===== src/rtl/acr_pkg.sv =====
package acr_pkg;
  // register map and field layout of the converter configuration register
  localparam logic [2:0]  REG_SEL_CFG    = 3'h2;        // register select code of the configuration register
  localparam int          CFG_WIDTH      = 24;
  localparam logic [23:0] CFG_RESET      = 24'h000117;
  localparam int          BIT_CHOP       = 23;
  localparam int          BIT_RSVD22     = 22;
  localparam int          BIT_RSVD21     = 21;
  localparam int          BIT_REF_SOURCE = 20;
  localparam int          BIT_PSEUDO     = 18;
  localparam int          BIT_SHORT      = 17;
  localparam int          BIT_TEMP       = 16;
  localparam int          BIT_CH_HI      = 15;
  localparam int          BIT_CH_LO      = 8;
  localparam int          BIT_BURN       = 7;
  localparam int          BIT_REF_DETECT = 6;
  localparam int          BIT_BUF        = 4;
  localparam int          BIT_POL        = 3;
  localparam int          BIT_GAIN_HI    = 2;
  // command byte layout
  localparam int          CMD_BIT_WEN    = 7;
  localparam int          CMD_BIT_RD     = 6;
  localparam int          CMD_SEL_HI     = 5;
  localparam int          CMD_SEL_LO     = 3;
  localparam logic [4:0]  CMD_LAST_BIT   = 5'h07;
  localparam logic [4:0]  DATA_LAST_BIT  = 5'h17;
  // timing at a filter word of 96 with the fourth-order sinc filter
  localparam int          CLK_PERIOD_NS  = 4;
  localparam int          NS_PER_MS      = 1000000;
  localparam int          CONV_NOCHOP_MS = 20;
  localparam int          SETTLE_NOCHOP_MS = 80;
  localparam int          CONV_CHOP_MS   = 80;
  localparam int          SETTLE_CHOP_MS = 160;
  localparam int          CYC_PER_MS     = NS_PER_MS / CLK_PERIOD_NS;
  localparam int          CONV_NOCHOP_CYC   = CONV_NOCHOP_MS * CYC_PER_MS;
  localparam int          SETTLE_NOCHOP_CYC = SETTLE_NOCHOP_MS * CYC_PER_MS;
  localparam int          CONV_CHOP_CYC     = CONV_CHOP_MS * CYC_PER_MS;
  localparam int          SETTLE_CHOP_CYC   = SETTLE_CHOP_MS * CYC_PER_MS;
  localparam int          TIMER_W        = 26;

  typedef enum logic [1:0] {SER_CMD, SER_DATA, SER_IDLE} acr_ser_t;
endpackage


===== src/rtl/acr_config_reg.sv =====
`timescale 1ns/1ps
`default_nettype none
module acr_config_reg
  import acr_pkg::*;
#(
  parameter int unsigned CONV_NOCHOP   = CONV_NOCHOP_CYC,
  parameter int unsigned SETTLE_NOCHOP = SETTLE_NOCHOP_CYC,
  parameter int unsigned CONV_CHOP     = CONV_CHOP_CYC,
  parameter int unsigned SETTLE_CHOP   = SETTLE_CHOP_CYC
) (
  input  wire logic       mclk,
  input  wire logic       rst,
  input  wire logic       sclk,
  input  wire logic       csN,
  input  wire logic       din,
  output var  logic       dout,
  output var  logic       chopEnable,
  output var  logic       referenceSourceSelect,
  output var  logic       firstReferencePairActive,
  output var  logic       secondReferencePairActive,
  output var  logic       pseudoInputMode,
  output var  logic       shortSelect,
  output var  logic       temperatureSelect,
  output var  logic [7:0] channelEnableBits,
  output var  logic       burnoutEnable,
  output var  logic       referenceMissingDetectEnable,
  output var  logic       bufferEnable,
  output var  logic       unipolarMode,
  output var  logic [2:0] gainCode,
  output var  logic       settled,
  output var  logic       conversionValid
);

  // reload values for the settling/conversion timer
  function automatic logic [TIMER_W-1:0] settleLoad(input logic chop);
    settleLoad = chop ? TIMER_W'(SETTLE_CHOP - 1) : TIMER_W'(SETTLE_NOCHOP - 1);
  endfunction

  function automatic logic [TIMER_W-1:0] convLoad(input logic chop);
    convLoad = chop ? TIMER_W'(CONV_CHOP - 1) : TIMER_W'(CONV_NOCHOP - 1);
  endfunction

  ////////////////////////////////////////////////////////////////////////////
  // pin synchronisers: the first stage feeds only the second
  logic [2:0] sclkSync_q;
  logic [1:0] csNSync_q;
  logic [1:0] dinSync_q;

  always_ff @(posedge mclk) begin
    if (rst) begin
      sclkSync_q <= 3'h7;
      csNSync_q  <= 2'h3;
      dinSync_q  <= 2'h0;
    end else begin
      sclkSync_q <= {sclkSync_q[1:0], sclk};
      csNSync_q  <= {csNSync_q[0], csN};
      dinSync_q  <= {dinSync_q[0], din};
    end
  end

  wire logic sclkRise = sclkSync_q[1] & ~sclkSync_q[2];
  wire logic sclkFall = ~sclkSync_q[1] & sclkSync_q[2];
  wire logic selected = ~csNSync_q[1];
  wire logic dinS     = dinSync_q[1];

  ////////////////////////////////////////////////////////////////////////////
  // serial framing: command byte, then 24 data bits
  acr_ser_t          ser_q;
  logic [4:0]        bitCnt_q;
  logic [6:0]        cmdShift_q;
  logic [22:0]       inShift_q;
  logic [23:0]       outShift_q;
  logic              readMode_q;
  logic [23:0]       cfg_q;
  logic              dout_q;

  wire logic [7:0]  cmdWord   = {cmdShift_q, dinS};
  wire logic        cmdDone   = (ser_q == SER_CMD) && sclkRise && (bitCnt_q == CMD_LAST_BIT);
  wire logic        cmdHit    = ~cmdWord[CMD_BIT_WEN] && (cmdWord[CMD_SEL_HI:CMD_SEL_LO] == REG_SEL_CFG);
  wire logic        dataLast  = (ser_q == SER_DATA) && sclkRise && (bitCnt_q == DATA_LAST_BIT);
  wire logic        commit    = selected && dataLast && ~readMode_q;
  wire logic [23:0] newWord   = {inShift_q, dinS};  // bit 23 arrived first

  // frame sequencing; a raised chip select abandons the frame without a write
  always_ff @(posedge mclk) begin
    if (rst || !selected) begin
      ser_q    <= SER_CMD;
      bitCnt_q <= 5'h00;
    end else if (sclkRise) begin
      unique case (ser_q)
        SER_CMD: begin
          bitCnt_q <= cmdDone ? 5'h00 : bitCnt_q + 5'h01;
          if (cmdDone) begin
            ser_q <= cmdHit ? SER_DATA : SER_IDLE;
          end
        end
        SER_DATA: begin
          bitCnt_q <= bitCnt_q + 5'h01;
          if (dataLast) begin
            ser_q <= SER_IDLE;
          end
        end
        SER_IDLE: bitCnt_q <= 5'h00;
      endcase
    end
  end

  // shift registers for command, write data and read data
  always_ff @(posedge mclk) begin
    if (rst) begin
      cmdShift_q <= 7'h00;
      inShift_q  <= 23'h000000;
      outShift_q <= 24'h000000;
      readMode_q <= 1'b0;
      dout_q     <= 1'b0;
    end else if (!selected) begin
      dout_q <= 1'b0;
    end else begin
      if (sclkRise && ser_q == SER_CMD) begin
        cmdShift_q <= cmdWord[6:0];
      end
      if (cmdDone) begin
        readMode_q <= cmdWord[CMD_BIT_RD];
        outShift_q <= cfg_q;
      end
      if (sclkRise && ser_q == SER_DATA) begin
        inShift_q <= newWord[22:0];
      end
      // read data changes on the falling edge so the host samples it on the rise
      if (sclkFall && ser_q == SER_DATA && readMode_q) begin
        dout_q     <= outShift_q[23];
        outShift_q <= {outShift_q[22:0], 1'b0};
      end else if (ser_q != SER_DATA) begin
        dout_q <= 1'b0;
      end
    end
  end

  // the register itself; reserved bits store what the host wrote, and the
  // host keeps them at zero
  always_ff @(posedge mclk) begin
    if (rst) begin
      cfg_q <= CFG_RESET;
    end else if (commit) begin
      cfg_q <= newWord;
    end
  end

  ////////////////////////////////////////////////////////////////////////////
  // reference routing: both pair selects are registered so each pin comes from a flop
  logic firstRef_q;
  logic secondRef_q;

  always_ff @(posedge mclk) begin
    if (rst) begin
      firstRef_q  <= ~CFG_RESET[BIT_REF_SOURCE];
      secondRef_q <= CFG_RESET[BIT_REF_SOURCE];
    end else begin
      firstRef_q  <= ~cfg_q[BIT_REF_SOURCE];
      secondRef_q <= cfg_q[BIT_REF_SOURCE];
    end
  end

  ////////////////////////////////////////////////////////////////////////////
  // settling and conversion timing; any write restarts full settling
  logic [TIMER_W-1:0] timer_q;
  logic               settled_q;
  logic               convValid_q;

  wire logic chopNow = commit ? newWord[BIT_CHOP] : cfg_q[BIT_CHOP];
  wire logic expired = (timer_q == '0);

  always_ff @(posedge mclk) begin
    if (rst || commit) begin
      timer_q     <= settleLoad(rst ? CFG_RESET[BIT_CHOP] : chopNow);
      settled_q   <= 1'b0;
      convValid_q <= 1'b0;
    end else if (expired) begin
      timer_q     <= convLoad(cfg_q[BIT_CHOP]);
      settled_q   <= 1'b1;
      convValid_q <= 1'b1;
    end else begin
      timer_q     <= timer_q - TIMER_W'(1);
      convValid_q <= 1'b0;
    end
  end

  ////////////////////////////////////////////////////////////////////////////
  // outputs straight from flops
  assign dout                         = dout_q;
  assign chopEnable                   = cfg_q[BIT_CHOP];
  assign referenceSourceSelect        = cfg_q[BIT_REF_SOURCE];
  assign firstReferencePairActive     = firstRef_q;
  assign secondReferencePairActive    = secondRef_q;
  assign pseudoInputMode              = cfg_q[BIT_PSEUDO];
  assign shortSelect                  = cfg_q[BIT_SHORT];
  assign temperatureSelect            = cfg_q[BIT_TEMP];
  assign channelEnableBits            = cfg_q[BIT_CH_HI:BIT_CH_LO];
  assign burnoutEnable                = cfg_q[BIT_BURN];
  assign referenceMissingDetectEnable = cfg_q[BIT_REF_DETECT];
  assign bufferEnable                 = cfg_q[BIT_BUF];
  assign unipolarMode                 = cfg_q[BIT_POL];
  assign gainCode                     = cfg_q[BIT_GAIN_HI:0];
  assign settled                      = settled_q;
  assign conversionValid              = convValid_q;
endmodule // acr_config_reg
`default_nettype wire


===== config.mk =====
export PLATFORM = sky130hd
export DESIGN_NAME = acr_config_reg
export DESIGN_NICKNAME = d
export VERILOG_FILES = /design/src/rtl/acr_pkg.sv /design/src/rtl/acr_config_reg.sv
export SDC_FILE = /design/constraint.sdc
export NUM_CORES = 1
export LEC_CHECK = 0
export BUFFER_PORTS_ARGS = -buffer_cell sky130_fd_sc_hd__buf_2
export CAP_MARGIN = 20
export CORE_AREA = 2 2 109 85
export CTS_CLUSTER_DIAMETER = 30
export DETAILED_ROUTE_END_ITERATION = 8
export DIE_AREA = 0 0 111 87
export GPL_ROUTABILITY_DRIVEN = 0
export GPL_TIMING_DRIVEN = 1
export HOLD_SLACK_MARGIN = 0.15
export PLACE_DENSITY = 0.8
export REMOVE_ABC_BUFFERS = 1
export SLEW_MARGIN = 20
export SYNTH_ARGS = -nofsm -noshare
export SYNTH_HDL_FRONTEND = slang
export SYNTH_SLANG_ARGS = --single-unit
export TNS_END_PERCENT = 5

===== constraint.sdc =====
create_clock -name mclk -period 2.9 [get_ports mclk]
set_input_delay 0 -clock mclk [delete_from_list [all_inputs] [get_ports mclk]]
set_output_delay 0 -clock mclk [all_outputs]
set_load 0.02 [all_outputs]

# Yosys cells after proc, flatten, opt, wreduce, memory -nomap -nowiden
# Index checks and enable logic that the tools add are counted.
dict set report word_totals {
  regBits 124
  in_bits 5
  out_inout_bits 25
  word_cells 73
}
dict set report classes {
  add_sub_neg 2
  eq_ne 8
  n_mux 17
  bitwise_logic 8
  reduce_logical 22
}
# operator count
set ops {}
lappend ops {{$mux 26} 3}
lappend ops {{$mux 24} 2}
lappend ops {{$logic_not 26->1} 1}
lappend ops {{$sub 26x1->26 const B} 1}
lappend ops {{$mux 25} 1}
lappend ops {{$pmux 5 s3} 1}
lappend ops {{$logic_and 1x1->1} 9}
lappend ops {{$reduce_and 2->1} 4}
lappend ops {{$mux 2} 3}
lappend ops {{$not 1->1} 6}
lappend ops {{$reduce_bool 2->1} 3}
lappend ops {{$add 5x1->5 const B} 1}
lappend ops {{$eq 5x3->1 const B} 1}
lappend ops {{$eq 5x5->1 const B} 1}
lappend ops {{$mux 1} 5}
lappend ops {{$mux 5} 1}
lappend ops {{$ne 2x2->1 const B} 2}
lappend ops {{$pmux 2 s2} 1}
lappend ops {{$reduce_and 4->1} 1}
lappend ops {{$eq 3x2->1 const B} 1}
lappend ops {{$and 1x1->1} 2}
lappend ops {{$eq 2x1->1 const B} 1}
lappend ops {{$eq 2x2->1 const B} 1}
lappend ops {{$logic_not 2->1} 1}
lappend ops {{3 further kinds} 4}

# Longest topological paths before layout
dict set report depth {
  ltp_word 10
  ltp_mapped 11
  mapped_depth_nobuf 7
}

# Worst setup path before layout
# OpenSTA, ideal clock, no wires.
dict set report synth_timing {
  kind {register to register}
  start {register timer_q[0]}
  end {register timer_q[10]}
  setup_time_ns 0.130
  t_arrival_ns 2.047
  required_ns 2.770
  slack_ns 0.722
  path_stages_with_launch 8
  n_path_buf 0
  synth_period_minus_slack_ns 2.178
  path_cell_list {dfxtp_1 inv_1 ha_1 or3b_2 or4_4 nor4_4 nand2b_2 o22ai_1}
}
dict set report synth_via {
  elab_chain_cells 3
  word_cells_on_any_way 4
  cone_classes {add/sub (1); mux (2); reduce/logical (1)}
}
# item line_no
set synth_lines {}
lappend synth_lines {{start: declaration} acr_config_reg.sv:166} ;# logic [TIMER_W-1:0] timer_q;
lappend synth_lines {{start signal: assignment} acr_config_reg.sv:175} ;# timer_q <= settleLoad(rst ? CFG_RESET[BIT_CHOP] : chopNow);
lappend synth_lines {{start signal: assignment} acr_config_reg.sv:179} ;# timer_q <= convLoad(cfg_q[BIT_CHOP]);
lappend synth_lines {{start signal: assignment} acr_config_reg.sv:183} ;# timer_q <= timer_q - TIMER_W'(1);
lappend synth_lines {{$sub 26x1->26 or $logic_not 26->1 (tied branches)} {acr_config_reg.sv:183, acr_config_reg.sv:171}}
lappend synth_lines {{$mux 26 (*)} acr_config_reg.sv:178} ;# end else if (expired) begin
lappend synth_lines {{$mux 26 (*)} acr_config_reg.sv:174} ;# if (rst || commit) begin
# Mark *: on every way between the ends. The rest lies on a longest branch, timed or not.
# A chain may end at the register's enable or synchronous reset.

# Final worst setup path
dict set report layout_timing {
  start {register timer_q[0]}
  end {register timer_q[7]}
}
# The elaborated chain is that of the path after synthesis.

==> impl_metrics.toml <==
[outcome]
status = "complete, no violations"

[floorplanning]
rows = 30
start_util = 0.578
die-width_um = 111
die-height_um = 87
die-area_um2 = 9660
core_um2 = 8670
ios = 30

[yosys]
synth_flop_cell = "dfxtp_1"
ys_seq_area_frac = 0.495
synth_top_area_cell = "dfxtp_1"
yosysTopAreaCellShare = 0.495
synth_seq_cells = 124
synth_edf_count = 0
async_flop_share = 0
syn_inst = 598
synth_area_per_cell_um2 = 8.38
yosysWarnings = 0
synthTopCellsByArea = "dfxtp_1, nand2_1, a21oi_1"
yosysMostFrequentCell = "nand2_1"
yosys-top-cells-count = "nand2_1, dfxtp_1, nor2_1"
syn_area_um2 = 5010
synth_cell_type_count = 49

[power_and_ir_drop]
p_int_uw = 3290
seq_power_share = 0.421
powerDensity_nw_per_um2 = 698
leakagePower_uw = 0.00208
peakVddDrop_mv = 0.546
swShare = 0.199
p_comb_frac = 0.016
power_switching_uw = 818
p_clk_frac = 0.563

[placed_design]
portBuffers = 29
place_area_um2 = 5180
post-dp-hpwl_um = 6820

[cts]
htreeDepth = 4
cts_buffers = 17
clk_latency_ps = 410
cts.clk_slew.worst_paths_ps = 60
cts_tree = "yes"
post_cts_buffers = 0
cts_num_sinks = 124
cts_buffer_depth = 2
cts_root_buffer = "clkbuf_16"
cts-resized-gates = 0

[detailed_routing]
firstDrtPassIters = 5
drt_wl_total_um = 11000
drt_iter0_drc = 343
vias_per_cell = 5.63
wl_per_cell_um = 14.8
vias = 4169
drtAntennaViolNets = 0
drc = 0

[setup_path]
cpMaxStageDelayCell = "or3_1"
path_delay_family = "simple AND/OR/NAND/NOR gates"
start_kind = "flip-flop"
path_max_fanout = 6
crit_buf_inv = 1
cpPeakStageDelay_ps = 540
critPathKind = "flip-flop to flip-flop"
arrival_ps = 2710
cp-end-kind = "flip-flop"
cp_cell_sequence = "inv_1 > ha_1 > nor3b_1 > nand4_1 > or3_1 > and3_1 > o21ai_0"
crit_required_ps = 3210

[timing]
min_period_ps = 2410
max_freq_mhz = 416
maxSlewViolCount = 0
whs_ps = 332
timing_hold_violations_final = 0
rsz0062_at_grt = "false"
finalSetupViolCount = 0
max-slew-margin-rel = 0.530
worst_slew_pin_slew_ps = 702
finalCritPeriodShare = 0.830
skew_ps = 5.99

[layout]
antenna_cells = 0
drive_gt1_frac = 0.143
final_design_area_no_fill_um2 = 5880
fillers = 656
fin_nets = 625
area_growth_pct = 17.4

[global_route]
antenna_found_initial = 0
grt_pass1_wl_um = 18300
grt_start_max_net_pins = 48
grt_pass1_vias = 3949
overflow = 0
grt.total_usage = 0.234

[min_path]
hold_class = "input port to flip-flop"

[run]
drv_cap = 0
metrics by stage:
stage	TNS [ps]	total power, uW	util	std cells	setup slack (ps)
2_1_floorplan	-91210	1790	-	553	-1560
3_3_place_gp	0	1820	0.597	704	636
3_5_place_dp	0	1820	0.597	704	516
4_1_cts	0	4130	0.678	741	511
5_1_grt	0	4220	0.678	741	358
6_report	0	4110	0.678	741	493
cells in the final DEF (no fill, tap or decap), types with 10 or more instances in the layout:
master | synthesis | layout
nor2_1 | 54 | 54
clkbuf_16 | 0 | 17
o21ai_0 | 13 | 12
buf_2 | 4 | 29
a21oi_1 | 49 | 49
nand2_1 | 152 | 152
xnor2_1 | 17 | 17
buf_4 | 12 | 10
a311oi_1 | 23 | 23
dfxtp_1 | 124 | 124
worst min-delay path: stages:
cell	delay, ps
dlygate4sd3_1	520
buf_2	90
or2_2	90
repair_timing:
| item | in CTS | in global routing |
|---|---|---|
| hold endpoints to repair | 19 | 0 |
| endpoints found under the setup margin | 0 | 0 |
| hold buffers | 5 | 0 |
registers in the layout, indices dropped and copies added, names as in the netlist, 2 cells and up:
name,flops
inShift_q,23
dinSync_q,2
timer_q,26
csNSync_q,2
ser_q,2
cmdShift_q,7
sclkSync_q,3
outShift_q,24
bitCnt_q,5
cfg_q,24
kinds of logic (layout without fill, tap and decap cells):
group,count (synthesis),after routing,synth area share
DFF,124,124,0.495
buffers and inverters,53,84,0.0497
adders and majority gates,4,4,0.00999
muxes,9,9,0.0180
xor gates and xnor gates,20,20,0.0350
and+or+nand+nor,284,284,0.262
AOI/OAI and AO/OA,104,104,0.130
final timing paths:
check | end | cells past startpoint | from | slack (ps)
max | timer_q[7]$_SDFF_PP1_ | 7 | timer_q[0]$_SDFF_PP1_ | 490
min | csNSync_q[0]$_SDFF_PP1_ | 3 | csN | 330
max reg2reg | timer_q[7]$_SDFF_PP1_ | 7 | timer_q[0]$_SDFF_PP1_ | 490
min reg2reg | sclkSync_q[1]$_SDFF_PP1_ | 1 | sclkSync_q[0]$_SDFF_PP1_ | 410
metal layers:
metal	vias to the layer above	wire length (um)	share of wire	global-route usage
li1	2063	-	-	-
met1	1958	4860	0.44	0.280
met5	-	0	0	0
met4	0	140	0.013	0.0932
met3	17	609	0.056	0.0682
met2	131	5360	0.49	0.405
cell type report:
type	count	area (um2)	share of cell area
well taps	112	140	0.0238
clock buffers	18	439	0.0746
inverters	8	30.0	0.00510
clock inverters	14	216	0.0368
repair buffers	44	270	0.0459
multi-input cells	421	2300	0.392
flip-flops and latches	124	2480	0.422
power groups by stage:
| stage | logic [uW] | clock network [uW] | registers, uW |
|---|---|---|---|
| after floorplan | 30.8 | 0 | 1760 |
| after global placement | 58.7 | 0 | 1760 |
| after detailed placement | 60.1 | 0 | 1760 |
| after CTS | 65.9 | 2340 | 1730 |
| after global routing | 74.5 | 2420 | 1730 |
| final | 66.6 | 2310 | 1730 |
(Power assumes the default switching activity.)
